`config.mk`:
```
export PLATFORM = sky130hd
export DESIGN_NAME = eeenp_regs
export DESIGN_NICKNAME = d
export VERILOG_FILES = /design/src/logic/eeenp_pkg.sv /design/src/logic/eeenp_regs.sv /design/src/logic/eeenp_port.sv
export SDC_FILE = /design/constraint.sdc
export NUM_CORES = 1
export LEC_CHECK = 0
export BUFFER_PORTS_ARGS = -buffer_cell sky130_fd_sc_hd__buf_2
export CAP_MARGIN = 15
export CORE_ASPECT_RATIO = 0.7
export CORE_MARGIN = 8
export CORE_UTILIZATION = 50
export DETAILED_ROUTE_END_ITERATION = 6
export PLACE_DENSITY = 0.85
export SLEW_MARGIN = 10
export SYNTH_ARGS = -nofsm -noshare
export SYNTH_HDL_FRONTEND = slang
export SYNTH_SLANG_ARGS = --single-unit
```
`constraint.sdc`:
```
create_clock -name i_sys_clk -period 3.6 [get_ports i_sys_clk]
set_clock_uncertainty 0.05 [all_clocks]
set_input_delay 0.18 -clock i_sys_clk [delete_from_list [all_inputs] [get_ports i_sys_clk]]
set_output_delay 0.18 -clock i_sys_clk [all_outputs]
set_load 0.01 [all_outputs]
```
`src/logic/eeenp_pkg.sv`:
```
// Purpose: Constants and types for the EEE next-page transmit register slice
// Assumes: Byte-wide indirect access through select, offset and data registers
// Notes:   Shared by the slice top and its per-port holder
package eeenp_pkg;

    // ---------------------------------------------------------------
    // Indirect access
    // ---------------------------------------------------------------
    localparam logic [2:0] EEENP_TABLE_EEE     = 3'h1;
    localparam int         EEENP_SEL_TABLE_HI  = 7;
    localparam int         EEENP_SEL_TABLE_LO  = 5;
    localparam int         EEENP_SEL_PORT_HI   = 3;
    localparam int         EEENP_SEL_PORT_LO   = 0;
    localparam logic [3:0] EEENP_PORT_FIRST    = 4'h3;
    localparam logic [3:0] EEENP_PORT_LAST     = 4'h4;
    localparam int         EEENP_NUM_PORTS     = 2;

    // ---------------------------------------------------------------
    // Offsets within a port
    // ---------------------------------------------------------------
    localparam logic [7:0] EEENP_OFS_EXP_HI    = 8'h0C;
    localparam logic [7:0] EEENP_OFS_EXP_LO    = 8'h0D;
    localparam logic [7:0] EEENP_OFS_NP_HI     = 8'h0E;
    localparam logic [7:0] EEENP_OFS_NP_LO     = 8'h0F;

    // ---------------------------------------------------------------
    // Next-page transmit word fields
    // ---------------------------------------------------------------
    localparam int EEENP_BIT_MORE     = 15;
    localparam int EEENP_BIT_RSVD     = 14;
    localparam int EEENP_BIT_MSG      = 13;
    localparam int EEENP_BIT_ACK2     = 12;
    localparam int EEENP_BIT_TOGGLE   = 11;
    localparam int EEENP_CODE_W       = 11;
    localparam int EEENP_BIT_LP_AN    = 0;

    localparam logic        EEENP_RST_MORE   = 1'b0;
    localparam logic        EEENP_RST_MSG    = 1'b1;
    localparam logic        EEENP_RST_ACK2   = 1'b0;
    localparam logic        EEENP_RST_TOGGLE = 1'b0;
    localparam logic [10:0] EEENP_RST_CODE   = 11'h001;
    localparam logic [7:0]  EEENP_RST_BYTE   = 8'h00;
    localparam int          EEENP_BYTE_W     = 8;

    // Writable fields of the transmit word
    typedef struct packed {
        logic        more_pages_flag;
        logic        message_page_select;
        logic        ack2;
        logic [10:0] code;
    } eeenp_np_t;

    // Events from the negotiation engine for one port
    typedef struct packed {
        logic lp_an_able;
        logic base_sent;
        logic base_toggle;
        logic page_sent;
    } eeenp_an_t;

endpackage : eeenp_pkg

```
`src/logic/eeenp_regs.sv`:
```
// Purpose: EEE next-page transmit register slice behind indirect access
// Assumes: Software drives select, offset and data byte strobes on i_sys_clk
// Notes:   Only ports 3 and 4 of the EEE table respond; others read zero
//
// Behaviour
// RULE1 - Expansion bit 0 is read-only, shows partner auto-negotiation ability, resets 0.
// RULE2 - Software selects table 001 in select bits 7:5 and port 3 or 4 in bits 3:0.
// RULE3 - Software writes the byte offset; the addressed byte is read or written via data.
// RULE4 - Transmit word upper byte sits at offset 0x0E and lower byte at 0x0F.
// RULE5 - Bit 15 more-pages flag is read/write and resets 0.
// RULE6 - Bit 13 message page select is read/write and resets 1.
// RULE7 - Bit 11 toggle is read-only, resets 0, and inverts the last exchanged toggle.
// RULE8 - The first next page toggle is the inverse of base codeword bit 11.
// RULE9 - Bits 10:0 code field is read/write and resets to 1.
// RULE10 - Software programs the word only while EEE port register 5 bit 7 is set; the slice does not check it and accepts writes at any time.
// RULE11 - Bit 14 reads 0, bit 12 is read/write resetting 0, read-only writes ignored.
`timescale 1ns/100ps
module eeenp_regs
    import eeenp_pkg::*;
#(
    parameter int NUM_PORTS = EEENP_NUM_PORTS   // Ports served
)(
    input  wire logic                 i_sys_clk,    // Core clock 250 MHz
    input  wire logic                 i_reset,      // Sync reset, high
    input  wire logic                 i_sel_wr,     // Write indirect select
    input  wire logic [7:0]           i_sel_data,   // Select byte
    input  wire logic                 i_ofs_wr,     // Write indirect offset
    input  wire logic [7:0]           i_ofs_data,   // Offset byte
    input  wire logic                 i_data_wr,    // Write data byte
    input  wire logic [7:0]           i_data_wdata, // Data byte in
    input  wire eeenp_an_t            i_an [NUM_PORTS], // Engine events
    output logic      [7:0]           o_data_rdata, // Data byte out
    output logic      [7:0]           o_sel,        // Select readback
    output logic      [7:0]           o_ofs,        // Offset readback
    output logic      [15:0]          o_np_word [NUM_PORTS], // Words to engine
    output eeenp_np_t                 o_np [NUM_PORTS]       // Writable fields
);

    // ---------------------------------------------------------------
    // Indirect select and offset
    // ---------------------------------------------------------------
    logic [7:0] sel;
    logic [7:0] ofs;
    logic [7:0] next_sel;
    logic [7:0] next_ofs;

    // RULE2 RULE3 hold until rewritten
    assign next_sel = i_sel_wr ? i_sel_data : sel;
    assign next_ofs = i_ofs_wr ? i_ofs_data : ofs;

    always_ff @(posedge i_sys_clk) begin
        if (i_reset) begin
            sel <= EEENP_RST_BYTE;
            ofs <= EEENP_RST_BYTE;
        end else begin
            sel <= next_sel;
            ofs <= next_ofs;
        end
    end

    // ---------------------------------------------------------------
    // Select decode
    // ---------------------------------------------------------------
    wire [2:0] sel_table    = sel[EEENP_SEL_TABLE_HI:EEENP_SEL_TABLE_LO];
    wire [3:0] sel_port     = sel[EEENP_SEL_PORT_HI:EEENP_SEL_PORT_LO];
    // RULE2 only the EEE table
    wire       table_ok     = (sel_table == EEENP_TABLE_EEE);
    // RULE2 only ports 3 and 4
    wire       port_low_ok  = (sel_port >= EEENP_PORT_FIRST);
    wire       port_high_ok = (sel_port <= EEENP_PORT_LAST);
    wire       port_ok      = table_ok && port_low_ok && port_high_ok;
    // Wraps for low ports, harmless since port_ok is then low
    wire [3:0] port_rel     = sel_port - EEENP_PORT_FIRST;

    // ---------------------------------------------------------------
    // Offset decode
    // ---------------------------------------------------------------
    // RULE1 RULE4 byte offsets of the word and expansion low byte
    wire       ofs_np_hi    = (ofs == EEENP_OFS_NP_HI);
    wire       ofs_np_lo    = (ofs == EEENP_OFS_NP_LO);
    wire       ofs_ex_lo    = (ofs == EEENP_OFS_EXP_LO);

    // ---------------------------------------------------------------
    // Ports
    // ---------------------------------------------------------------
    wire  [7:0] rd_part  [NUM_PORTS];
    wire  [7:0] rd_chain [NUM_PORTS + 1];
    logic [7:0] exp_lo   [NUM_PORTS];

    // Unselected ports add zero to the readback OR
    assign rd_chain[0] = EEENP_RST_BYTE;

    genvar g;
    generate
        for (g = 0; g < NUM_PORTS; g++) begin : g_port
            wire       hit        = port_ok && (port_rel == 4'(g));
            // RULE3 data byte writes the addressed byte
            wire       wr_hi      = i_data_wr && hit && ofs_np_hi;
            wire       wr_lo      = i_data_wr && hit && ofs_np_lo;
            wire [7:0] byte_np_hi = o_np_word[g][15:8];
            wire [7:0] byte_np_lo = o_np_word[g][7:0];
            // RULE1 RULE4 byte select, others read zero
            wire [7:0] byte_sel   = ofs_np_hi ? byte_np_hi
                                  : ofs_np_lo ? byte_np_lo
                                  : ofs_ex_lo ? exp_lo[g]
                                  : EEENP_RST_BYTE;

            assign rd_part[g]      = hit ? byte_sel : EEENP_RST_BYTE;
            assign rd_chain[g + 1] = rd_chain[g] | rd_part[g];

            eeenp_port u_port (
                .i_sys_clk (i_sys_clk),
                .i_reset   (i_reset),
                .i_wr_hi   (wr_hi),
                .i_wr_lo   (wr_lo),
                .i_wdata   (i_data_wdata),
                .i_an      (i_an[g]),
                .o_exp_lo  (exp_lo[g]),
                .o_np_word (o_np_word[g]),
                .o_np      (o_np[g])
            );
        end
    endgenerate

    // ---------------------------------------------------------------
    // Read path
    // ---------------------------------------------------------------
    wire [7:0] next_rdata = rd_chain[NUM_PORTS];

    // Registered so a read is stable one cycle after offset changes
    always_ff @(posedge i_sys_clk) begin
        if (i_reset) begin
            o_data_rdata <= EEENP_RST_BYTE;
        end else begin
            o_data_rdata <= next_rdata;
        end
    end

    assign o_sel = sel;
    assign o_ofs = ofs;

endmodule : eeenp_regs

```
`src/logic/eeenp_port.sv`:
```
// Purpose: One port's next-page transmit word and link partner status
// Assumes: Engine events are synchronous to i_sys_clk
// Notes:   Instantiated once per indirectly addressed port
`timescale 1ns/100ps
module eeenp_port
    import eeenp_pkg::*;
(
    input  wire logic       i_sys_clk,   // Core clock
    input  wire logic       i_reset,     // Sync reset, high
    input  wire logic       i_wr_hi,     // Write upper byte
    input  wire logic       i_wr_lo,     // Write lower byte
    input  wire logic [7:0] i_wdata,     // Write byte
    input  wire eeenp_an_t  i_an,        // Engine events
    output logic      [7:0] o_exp_lo,    // Expansion low byte
    output logic      [15:0] o_np_word,  // Transmit word
    output eeenp_np_t       o_np         // Writable fields
);

    // ---------------------------------------------------------------
    // Storage
    // ---------------------------------------------------------------
    eeenp_np_t np;
    logic      toggle;
    logic      lp_an;

    always_ff @(posedge i_sys_clk) begin
        if (i_reset) begin
            // RULE5 RULE6 RULE9 reset values
            np.more_pages_flag     <= EEENP_RST_MORE;
            np.message_page_select <= EEENP_RST_MSG;
            np.ack2                <= EEENP_RST_ACK2;
            np.code                <= EEENP_RST_CODE;
        end else begin
            // RULE5 RULE6 writable upper bits
            if (i_wr_hi) begin
                np.more_pages_flag     <= i_wdata[EEENP_BIT_MORE - EEENP_BYTE_W];
                np.message_page_select <= i_wdata[EEENP_BIT_MSG - EEENP_BYTE_W];
                // RULE11 second acknowledge
                np.ack2                <= i_wdata[EEENP_BIT_ACK2 - EEENP_BYTE_W];
                np.code[EEENP_CODE_W-1:EEENP_BYTE_W]
                    <= i_wdata[EEENP_CODE_W-EEENP_BYTE_W-1:0];
            end
            // RULE9 code field low byte
            if (i_wr_lo) begin
                np.code[EEENP_BYTE_W-1:0] <= i_wdata;
            end
        end
    end

    // RULE8 first page from base word
    // RULE7 invert after each exchange
    always_ff @(posedge i_sys_clk) begin
        if (i_reset) begin
            toggle <= EEENP_RST_TOGGLE;
        end else if (i_an.base_sent) begin
            toggle <= ~i_an.base_toggle;
        end else if (i_an.page_sent) begin
            toggle <= ~toggle;
        end
    end

    // RULE1 partner capability, reset 0
    always_ff @(posedge i_sys_clk) begin
        if (i_reset) begin
            lp_an <= 1'b0;
        end else begin
            lp_an <= i_an.lp_an_able;
        end
    end

    // RULE11 reserved bit reads zero
    assign o_np_word = {np.more_pages_flag, 1'b0, np.message_page_select,
                        np.ack2, toggle, np.code};
    assign o_exp_lo  = {7'h00, lp_an};
    assign o_np      = np;

endmodule : eeenp_port

```
# Word level (Yosys, flattened, before mapping)
# Index checks and enable logic that the tools add are counted.
[totals]
word_cells = 55
out_inout_bits = 84
inputBits = 37
reg_bits = 56
[op_classes]
reduce_logical = 13
n_eq_ne = 5
n_addsub = 1
magnitude_cmp = 2
muxes = 12
bitwise_logic = 5
[ops]
columns = ["op", "n"]
rows = [
  ["8-bit two-way mux", 6],
  ["8-bit by 4-bit equality test with 1-bit output, second input constant", 3],
  ["1-bit logical AND", 10],
  ["8-bit bitwise OR", 1],
  ["1-bit two-way mux", 6],
  ["4-bit by 1-bit equality test with 1-bit output, second input constant", 1],
  ["4-bit by 2-bit >= comparator with 1-bit output, second input constant", 1],
  ["4-bit by 3-bit less-or-equal comparator with 1-bit output, second input constant", 1],
  ["4-bit zero test", 1],
  ["1-bit inverter", 4],
  ["2-bit nonzero test", 2],
  ["4-bit by 2-bit subtractor with 4-bit output, second input constant", 1],
  ["3-bit by 1-bit equality test with 1-bit output, second input constant", 1],
]

# Logic depth before layout (Yosys ltp)
# Gate-level depths: netlist of the first run.
[depth]
ltp_word = 6
ltp_mapped = 6
ltp_nobuf = 4

# Modules after synthesis
# A second synthesis of the first run with hierarchy kept.
[unflattened]
cells_unflattened = 280
area_unflattened_um2 = 2720.1
[modules_own_cells]
columns = ["mod", "cells_per_inst", "seq_area_each_um2", "n_inst", "area_per_inst_um2"]
rows = [
  ["eeenp_port", 76, 320.3, 2, 759.5],
  ["eeenp_regs", 128, 480.5, 1, 1201.2],
]

# Least setup slack after synthesis of the first run
# No wires, ideal clock.
[synth_timing]
kind = "flip-flop to flip-flop"
start = "register ofs[7] (netlist: o_ofs[7])"
end = "register g_port[0].u_port.np, in the netlist g_port[0].u_port.o_np[0]"
required_time_ns = 3.429
stages_incl_launch_ff = 7
synth_period_minus_slack_ns = 2.059
slack_ns = 1.541
t_arrival_ns = 1.888
setup_ns = 0.121
path_buffers = 2
path_cell_list = "dfxtp_1 > or4_4 > buf_6 > or2_4 > or3_4 > buf_6 > mux2i_1"
[synth_via]
elab_chain_cells = 2
[synth_lines]
columns = ["item", "line_no", "source"]
rows = [
  ["start, declared", "eeenp_regs.sv:43", "logic [7:0] ofs;"],
  ["start signal, assigned", "eeenp_regs.sv:57", "ofs <= next_ofs;"],
  ["8-bit by 4-bit equality test with 1-bit output", "eeenp_regs.sv:80", "wire ofs_np_lo = (ofs == EEENP_OFS_NP_LO);"],
  ["1-bit logical AND", "eeenp_regs.sv:99", "wire wr_lo = i_data_wr && hit && ofs_np_lo;"],
  ["end, declared", "eeenp_port.sv:22", "eeenp_np_t np;"],
]
# No other way between the ends.
# A chain may end at the register's enable or synchronous reset.

# Worst setup path after layout of the first run
[layout_timing]
start = "register sel[7] (netlist: o_sel[7])"
end = "register g_port[1].u_port.np, in the netlist g_port[1].u_port.o_np[1]"
[layout_via]
elab_chain_cells = 6
[layout_lines]
columns = ["item", "line_no", "source"]
rows = [
  ["start, declared", "eeenp_regs.sv:42", "logic [7:0] sel;"],
  ["start signal, assigned", "eeenp_regs.sv:56", "sel <= next_sel;"],
  ["3-bit by 1-bit equality test with 1-bit output", "eeenp_regs.sv:67", "wire table_ok = (sel_table == EEENP_TABLE_EEE);"],
  ["1-bit logical AND (2 in a row)", "eeenp_regs.sv:71", "wire port_ok = table_ok && port_low_ok && port_high_ok;"],
  ["1-bit logical AND", "eeenp_regs.sv:96", "wire hit = port_ok && (port_rel == 4'(g));"],
  ["1-bit logical AND (2 in a row)", "eeenp_regs.sv:99", ""],
  ["end, declared", "eeenp_port.sv:22", ""],
]
# No other way between the ends.

==> flow_summary.toml, run 1 <==
[sta]
worst_slack_ns = 1.347
fin_setup_tns_ns = 0
fin_crit_sh_pct = 62.58
finalSetupViolations = 0
finalMaxSlewViolations = 0
max_freq_mhz = 443.9
final.min_clock_period_ns = 2.253
max_slew_margin_pct = 50.66
worstMarginPinSlew_ns = 0.7346
hold_viol_final = 0
grt_setup_unrepaired = "false"

[job]
maxCapViolCount = 0

[detailed_routing]
drc = 0
wirelength_mm = 6.837
vias = 2120
wire_per_inst_um = 16.36
drtAntennaViolNets = 0
drt_pass1_iterations = 4
vias_per_cell = 5.072
drtIter0Drc = 115

[outcome]
outcome = "complete, no violations"

[finish]
area_growth_syn_to_layout_pct = 19.74
layout_commonest_cell = "buf_2"
fin_cells = 418
final_cell_mix = "buf_2, dfxtp_1, mux2i_1"
num_antenna_cells = 0
fin_util_pct = 60.78
final_cell_area_mm2 = 0.003112
nets = 382
drive_gt1_share_pct = 38.73

[logic_synthesis]
synth.avg_cell_area_um2 = 9.995
synth_seq_cells = 56
seq_area_frac_synth_pct = 43.14
syn_inst = 260
synth_area_mm2 = 0.002599
yosys_warnings = 0
ys_types = 33

[placement]
placed_cells = 407
placed_cell_area_mm2 = 0.002989
dp_hpwl_mm = 5.165
io_buffers = 118
gp_congestion = 0.8252
pre_cts_ws_ns = 1.366

[critical_path]
crit_arrival_ns = 2.38
crit_type = "reg -> reg"
critical_path_required_ns = 3.73
critPathMaxFanout = 7
startpoint_type = "register"
critPathCaptureType = "register"

[clocking]
tritoncts = "yes"
cts.path.max_buffers = 2
root_buffer = "clkbuf_8"
clkTransAtPathRegs_ns = 0.10
clock_sinks = 56
clk_latency_ns = 0.30
htree_levels = 2
cts_resized = 0
cts_buffers = 5
cts_hold_buf = 2
post-cts-setup-buffers = 0

[global_routing]
grt_max_degree = 31
grt_pass1_wl_mm = 10.48
grt_usage_pct = 16.86
grt_pass1_vias = 2138
antenna_found_initial = 0
overflow = 0

[die]
num_rows = 22
die_w_um = 102.2
die_h_um = 76.32
core_area_mm2 = 0.005120
initial_utilization_pct = 50.76
pin_count = 121
dieArea_mm2 = 0.007798

[pwr]
static-leakage-power_nw = 1.524
peakVddDrop_uv = 190.6
powerDensity_mw_per_mm2 = 357.4

[min_path]
hp-class = "in -> reg"
[worst max-delay path: stages, from the launching register on]
cell and delay [ns]:
dfxtp_1 0.33, or4b_1 0.70, nor4_4 0.73, mux2i_1 0.25
nor2_1 0.06
[cell type report]
cell class	count	area (µm²)
clock buffer	6	82.58
clock inverter	2	10.01
fill	462	2008
multi-input combinational	159	1172
sequential	56	1121
tap	72	90.09
timing repair buffer	123	635.6
[logic make-up after synthesis]
family,count (synthesis),synth area share (%)
AOI/OAI and AO/OA,17,4.381
and+or+nand+nor,85,19.35
xor gates and xnor gates,2,0.6742
buffers and inverters,46,11.89
other,1,0.1443
DFF,56,43.14
muxes,53,20.41
[metal layers]
metal	global-route usage [%]	vias to the layer above	share of wire, %
met5	0	-	0
met4	4.818	0	0.92
met3	4.836	8	9.1
met2	26.21	89	44
met1	21.93	993	46
li1	-	1030	-
[where the power goes]
part | leakage [nW] | internal (mW) | switching [mW]
Sequential | 0.455 | 0.633 | 0.0134
Combinational | 1.02 | 0.0520 | 0.0627
Clock | 0.0510 | 0.154 | 0.197
Total | 1.52 | 0.839 | 0.273
[through the flow]
stage,hold slack (ns),power [mW]
finish,0.02815,1.112
global route,0.01703,1.152
CTS,0.0006335,1.120
detailed placement,0.3211,0.7725
global placement,0.3194,0.7680
floorplan,0.2246,0.7305
[final timing paths]
check	depth (start not counted)	start	slack [ns]	endpoint
worst min register to register	2	o_sel[4]	0.45	o_sel[4]
worst min-delay path	2	i_an[2]	0.03	g_port[1].u_port.toggle
worst max-delay path	4	o_sel[7]	1.35	g_port[1].u_port.o_np[1]
worst max register to register	4	o_sel[7]	1.35	g_port[1].u_port.o_np[1]
[cell usage after synthesis, drive strengths merged]
| library cell | instances | area [µm²] |
|---|---|---|
| a211o | 2 | 17.52 |
| a211oi | 2 | 15.01 |
| a21oi | 3 | 15.01 |
| a22oi | 1 | 7.510 |
| and2 | 6 | 37.54 |
| and3b | 1 | 8.760 |
| buf | 36 | 271.5 |
| clkbuf | 10 | 37.54 |
| conb | 1 | 3.750 |
| dfxtp | 56 | 1121 |
| mux2i | 53 | 530.5 |
| nand2 | 1 | 3.750 |
| nand2b | 14 | 87.58 |
| nand4 | 3 | 18.77 |
| nand4b | 2 | 17.52 |
| nor2 | 38 | 142.6 |
| nor2b | 4 | 25.02 |
| nor3 | 5 | 25.02 |
| nor3b | 1 | 7.510 |
| nor4 | 5 | 76.32 |
| o2111a | 1 | 11.26 |
| o21ai | 2 | 10.01 |
| o22ai | 6 | 37.54 |
| or2 | 1 | 8.760 |
| or3 | 1 | 11.26 |
| or4 | 1 | 11.26 |
| or4b | 1 | 10.01 |
| or4bb | 1 | 11.26 |
| xor2 | 2 | 17.52 |
[state kept, by name, summed over array words and instances, names as in the netlist]
register / flops
g_port.u_port.o_np: 28
o_ofs: 8
g_port.u_port.toggle: 2
g_port.u_port.lp_an: 2
o_sel: 8
o_data_rdata: 8
Note: power is estimated with default switching activity, not from simulation.
==> run 2: changes to the inputs <==
--- a/config.mk
+++ b/config.mk
@@ -5,13 +5,14 @@
 export SDC_FILE = /design/constraint.sdc
 export NUM_CORES = 1
 export LEC_CHECK = 0
+export ABC_AREA = 1
 export BUFFER_PORTS_ARGS = -buffer_cell sky130_fd_sc_hd__buf_2
 export CAP_MARGIN = 15
 export CORE_ASPECT_RATIO = 0.7
 export CORE_MARGIN = 8
-export CORE_UTILIZATION = 50
+export CORE_UTILIZATION = 47
 export DETAILED_ROUTE_END_ITERATION = 6
-export PLACE_DENSITY = 0.85
+export PLACE_DENSITY = 0.79
 export SLEW_MARGIN = 10
 export SYNTH_ARGS = -nofsm -noshare
 export SYNTH_HDL_FRONTEND = slang
==> constraint.sdc (replaced) <==
create_clock -name i_sys_clk -period 2.2 [get_ports i_sys_clk]
set_clock_uncertainty 0.05 [all_clocks]
set_input_delay 0.11 -clock i_sys_clk [delete_from_list [all_inputs] [get_ports i_sys_clk]]
set_output_delay 0.11 -clock i_sys_clk [all_outputs]
set_load 0.01 [all_outputs]
==> run 2 against run 1 <==
Effect of this change: register-to-register slack got worse by 0.80 ns; synthesized cell count up 51%; via count grew 28%.
==> flow_summary.toml, run 2 <==
[outcome]
outcome = "complete, no violations"

[sta]
grt_setup_unrepaired = "false"
max_freq_mhz = 603.2
fin_setup_tns_ns = 0
final.min_clock_period_ns = 1.658
finalSetupViolations = 0
max_slew_margin_pct = 62.08
hold_viol_final = 0
worstMarginPinSlew_ns = 0.5674
fin_crit_sh_pct = 75.36
finalMaxSlewViolations = 0

[logic_synthesis]
synth.top_cells.by_area = "dfxtp_1, nand2_1, buf_4"
synth.largest_area_cell = "dfxtp_1"
synth.avg_cell_area_um2 = 7.007
yosys_warnings = 0
synth_edf_count = 0
async_reset_ff_share_pct = 0
synth_area_mm2 = 0.002754
ys_types = 25
synth_seq_cells = 56
synthFlopType = "dfxtp_1"
syn_inst = 393
seq_area_frac_synth_pct = 40.71
yosysTopAreaCellShare_pct = 40.71
synth.most_common_cell = "nand2_1"
synth_common_cells = "nand2_1, nor2_1, dfxtp_1"

[detailed_routing]
drc = 0
vias = 2723
drtAntennaViolNets = 0
drt_pass1_iterations = 6
wirelength_mm = 7.952
drtIter0Drc = 294
vias_per_cell = 4.819
wire_per_inst_um = 14.07

[critical_path]
critical_path_required_ns = 2.40
rr_startpoint = "o_ofs[7]"
crit_arrival_ns = 1.86
endpoint = "g_port[1].u_port.o_np[13]"
worstSetupStartpoint = "o_ofs[7]"
r2r_setup_slack_ns = 0.54
r2r-end = "g_port[1].u_port.o_np[13]"
r2r_cells = 7
startpoint_type = "register"
critPathCaptureType = "register"
critPathMaxFanout = 24
crit_type = "reg -> reg"

[finish]
layout_commonest_cell = "buf_2"
final_cell_mix = "buf_2, nand2_1, nor2_1"
area_growth_syn_to_layout_pct = 22.04
drive_gt1_share_pct = 30.82
nets = 526
num_antenna_cells = 0
largest_reg_flops = 28
fin_cells = 565

[clocking]
root_buffer = "clkbuf_8"
clock_sinks = 56
clkTransAtPathRegs_ns = 0.10
cts.path.max_buffers = 2
tritoncts = "yes"
clk_latency_ns = 0.32
cts_buffers = 5
cts_resized = 0
htree_levels = 2
post-cts-setup-buffers = 0
cts_hold_buf = 14

[pwr]
pwr-share-clk_pct = 31.2
powerDensity_mw_per_mm2 = 547.0
peakVddDrop_uv = 291.5
combinationalPowerShare_pct = 11.2
static-leakage-power_nw = 1.772
p_sw_uw = 484.5
p_sw_share_pct = 26.36
p_int_mw = 1.354
seq_power_share_pct = 57.6
design_power_total_mw = 1.838

[die]
die_h_um = 80.05
core_area_mm2 = 0.005698
die_w_um = 107.5
initial_utilization_pct = 48.33
pin_count = 121
num_rows = 23
dieArea_mm2 = 0.008604

[global_routing]
antenna_found_initial = 0
grt_usage_pct = 18.40
grt_pass1_wl_mm = 12.98
grt_max_degree = 45
grt_pass1_vias = 2681
overflow = 0

[job]
maxCapViolCount = 0

[placement]
io_buffers = 118
placed_cells = 543
gp_congestion = 0.7975
dp_hpwl_mm = 5.806

[min_path]
hp-class = "in -> reg"
[run 2: worst min path at each step]
| stage | from | endpoint | cells after the start |
|---|---|---|---|
| after floorplan | i_an[7] | g_port[0].u_port.lp_an | 2 |
| after global placement | i_an[7] | g_port[0].u_port.lp_an | 3 |
| after detailed placement | i_an[3] | g_port[1].u_port.lp_an | 3 |
| after CTS | i_an[5] | g_port[0].u_port.toggle | 4 |
| after global routing | i_an[5] | g_port[0].u_port.toggle | 4 |
| final | i_an[5] | g_port[0].u_port.toggle | 4 |
[run 2: logic make-up after synthesis]
logic type	count (synthesis)	synth area share (%)
simple gates	219	35.48
other cells	1	0.1362
buf+inv	79	16.49
flops	56	40.71
xor+xnor	2	0.6362
compound gates	36	6.543
[run 2: cell type report]
type,instances,area (µm²)
fillers,540,2337
multi-input cells,259,1182
flip-flops and latches,56,1121
repair buffers,134,745.7
inverters,33,126.4
well taps,75,93.84
clock buffers,5,68.82
clock inverters,3,22.52
[run 2: critical path, stage by stage (launching register included)]
cell,delay (ns)
dfxtp_1,0.34
nor2_1,0.15
nand3_2,0.14
nor2_4,0.47
nand2_1,0.16
inv_2,0.13
nor2_1,0.05
nor2_1,0.09
[run 2: power by group through the flow]
stage / Combinational [mW] / Clock, mW / Sequential, mW
final: 0.205 / 0.573 / 1.06
after global routing: 0.227 / 0.642 / 1.06
after CTS: 0.203 / 0.584 / 1.06
after detailed placement: 0.184 / 0 / 1.08
after global placement: 0.180 / 0 / 1.08
after floorplan: 0.101 / 0 / 1.09
[run 2: routing by layer]
layer  wire, µm  global-route usage (%)  vias to the layer above
met5          0                       0                        -
met1       3367                   23.11                     1177
li1           -                       -                     1380
met4        136                   5.793                        0
met3        879                   5.645                       14
met2       3569                   29.46                      152
[run 2: stage by stage]
step / worst slack, ns / area [µm²] / hold WS (ns) / util (%)
floorplan: 0.8268 / 2758 / 0.1670 / -
global placement: 0.6586 / 3129 / 0.2708 / 54.92
detailed placement: 0.6229 / 3129 / 0.2689 / 54.92
CTS: 0.5711 / 3361 / 0.01621 / 58.98
global route: 0.3486 / 3361 / 0.01981 / 58.98
finish: 0.5422 / 3361 / 0.01582 / 58.98
==> run 3: changes to the inputs <==
--- a/config.mk
+++ b/config.mk
@@ -5,14 +5,14 @@
 export SDC_FILE = /design/constraint.sdc
 export NUM_CORES = 1
 export LEC_CHECK = 0
-export ABC_AREA = 1
+export ABC_AREA = 0
 export BUFFER_PORTS_ARGS = -buffer_cell sky130_fd_sc_hd__buf_2
 export CAP_MARGIN = 15
 export CORE_ASPECT_RATIO = 0.7
 export CORE_MARGIN = 8
-export CORE_UTILIZATION = 47
+export CORE_UTILIZATION = 42
 export DETAILED_ROUTE_END_ITERATION = 6
-export PLACE_DENSITY = 0.79
+export PLACE_DENSITY = 0.76
 export SLEW_MARGIN = 10
 export SYNTH_ARGS = -nofsm -noshare
 export SYNTH_HDL_FRONTEND = slang
==> constraint.sdc (replaced) <==
create_clock -name i_sys_clk -period 1.4 [get_ports i_sys_clk]
set_clock_uncertainty 0.05 [all_clocks]
set_input_delay 0.07 -clock i_sys_clk [delete_from_list [all_inputs] [get_ports i_sys_clk]]
set_output_delay 0.07 -clock i_sys_clk [all_outputs]
set_load 0.01 [all_outputs]
==> run 3 against run 2 <==
Effect of this change: the run now ends with hold timing, setup timing left; hold slack got worse by 0.027 ns; final cell count decreased by 14%; highest routed layer unchanged; clock-buffer cell count rose by 1; power up 75%; largest power group unchanged; via count down 13%; sequential share of layout area decreased by 3.4 points; sequential power grew 56%; wire length down 2.3%; largest cell class unchanged.
==> flow_summary.toml, run 3 (synthesis results as in run 1) <==
[min_path]
hold_end = "o_ofs[7]"
hp-class = "in -> reg"
whs_path_depth = 3
worstHoldStart = "i_ofs_data[7]"

[clocking]
clk_latency_ns = 0.32
clkTransAtPathRegs_ns = 0.10
tritoncts = "yes"
clock_sinks = 56
root_buffer = "clkbuf_8"
htree_levels = 2
cts_buffers = 5
cts.path.max_buffers = 2

[global_routing]
grt_max_degree = 25
grt_pass1_vias = 2335
grt_usage_pct = 16.80
grt_pass1_wl_mm = 11.84
antenna_found_initial = 0
overflow = 0

[detailed_routing]
vias = 2367
vias_per_cell = 4.870
wirelength_mm = 7.772
drtIter0Drc = 109
wire_per_inst_um = 15.99
drc = 0
drtAntennaViolNets = 0
drt_pass1_iterations = 4

[sta]
fin_crit_sh_pct = 139.1
max_freq_mhz = 513.5
hold_slack_ns = -0.01147
worst_slack_ns = -0.5474
final.min_clock_period_ns = 1.947
finalSetupViolations = 36
hold_viol_final = 1
grt_setup_unrepaired = "true"
fin_setup_tns_ns = -16.83
finalMaxSlewViolations = 0

[critical_path]
crit_arrival_ns = 2.14
rr_startpoint = "o_ofs[7]"
critPathMaxFanout = 8
crit_type = "reg -> reg"
worst_path_max_delay_cell = "or4_4"
r2r_cells = 4
cp_cell_sequence = "or4_4, or2_4, or3_4, mux2i_1"
path_buf_inv = 0
startpoint_type = "register"
cp_top_family = "simple AND/OR/NAND/NOR gates"
r2r_setup_slack_ns = -0.55
critPathCaptureType = "register"
critical_path_required_ns = 1.59
slowest_delay_ns = 0.61
r2r-end = "g_port[0].u_port.o_np[7]"

[finish]
num_antenna_cells = 0
layout_commonest_cell = "buf_2"
drive_gt1_share_pct = 44.12
nFillCells = 513
nets = 444
area_growth_syn_to_layout_pct = 44.44
final_cell_mix = "buf_2, mux2i_1, dfxtp_1"
largest_reg_flops = 28
fin_util_pct = 61.58

[die]
initial_utilization_pct = 42.63
num_rows = 24
die_w_um = 110.0
die_h_um = 81.81
core_area_mm2 = 0.006096
dieArea_mm2 = 0.009000
pin_count = 121

[pwr]
powerDensity_mw_per_mm2 = 857.7
peakVddDrop_uv = 458.4
static-leakage-power_nw = 1.854

[outcome]
violations = "hold timing, setup timing"
outcome = "finished, violations left"

[placement]
gp_congestion = 0.8408
io_buffers = 118
dp_hpwl_mm = 5.756

[job]
maxCapViolCount = 0
[run 3: per-layer routing]
metal / global-route usage [%] / vias up / part of all wire, %
met4: 4.832 / 0 / 0.98
met5: 0 / - / 0
li1: - / 1149 / -
met2: 28.04 / 90 / 47
met3: 4.624 / 8 / 8.6
met1: 20.84 / 1120 / 43
[run 3: worst max-delay path by stage]
| stage | endpoint | from | slack (ns) | depth (start not counted) |
|---|---|---|---|---|
| 2_1_floorplan | g_port[0].u_port.o_np[0] | o_sel[6] | -0.59 | 6 |
| 3_3_place_gp | g_port[0].u_port.o_np[3] | o_sel[6] | -0.58 | 5 |
| 3_5_place_dp | g_port[0].u_port.o_np[4] | o_sel[6] | -0.62 | 5 |
| 4_1_cts | g_port[0].u_port.o_np[7] | o_sel[6] | -0.61 | 5 |
| 5_1_grt | g_port[0].u_port.o_np[4] | o_ofs[7] | -0.60 | 4 |
| 6_report | g_port[0].u_port.o_np[7] | o_ofs[7] | -0.55 | 4 |
[run 3: worst reg2reg max path, stage by stage (launching register included)]
cell and delay, ns:
dfxtp_2 0.33, or4_4 0.61, or2_4 0.27, or3_4 0.42
mux2i_1 0.20
[run 3: area by class of cell]
class	instances	area, µm²	share of cell area (%)
Timing Repair Buffer	185	1199	31.93
Clock inverter	2	38.79	1.033
Clock buffer	6	82.58	2.200
Multi-Input combinational cell	159	1211	32.27
Sequential cell	56	1125	29.97
Tap cell	78	97.59	2.600
[run 3: stage by stage]
step | hold WS (ns) | instances | total power, mW | setup slack, ns | cell area (µm²)
after floorplan | 0.1146 | 261 | 1.882 | -0.5899 | 2613
after global placement | 0.2121 | 446 | 2.038 | -0.5816 | 3272
after detailed placement | 0.2135 | 446 | 2.051 | -0.6150 | 3272
after CTS | 0.005300 | 487 | 3.223 | -0.6141 | 3739
after global routing | 0.01751 | 486 | 3.339 | -0.6049 | 3754
final | -0.01147 | 486 | 3.219 | -0.5474 | 3754
[run 3: report_power, final]
group	leakage, nW	internal (mW)	switching, mW
Clock	0.0614	0.586	0.534
Sequential	0.457	1.63	0.0208
Combinational	1.34	0.246	0.205
[run 3: timing repair]
item                                   in CTS  in global routing
resized for setup                           7                  7
gates cloned                                0                  0
buffers inserted                            4                  1
pin swaps                                   2                  4
setup endpoints to repair                  36                 36
endpoints found under the hold margin      38                  0
hold buffers                               29                  0
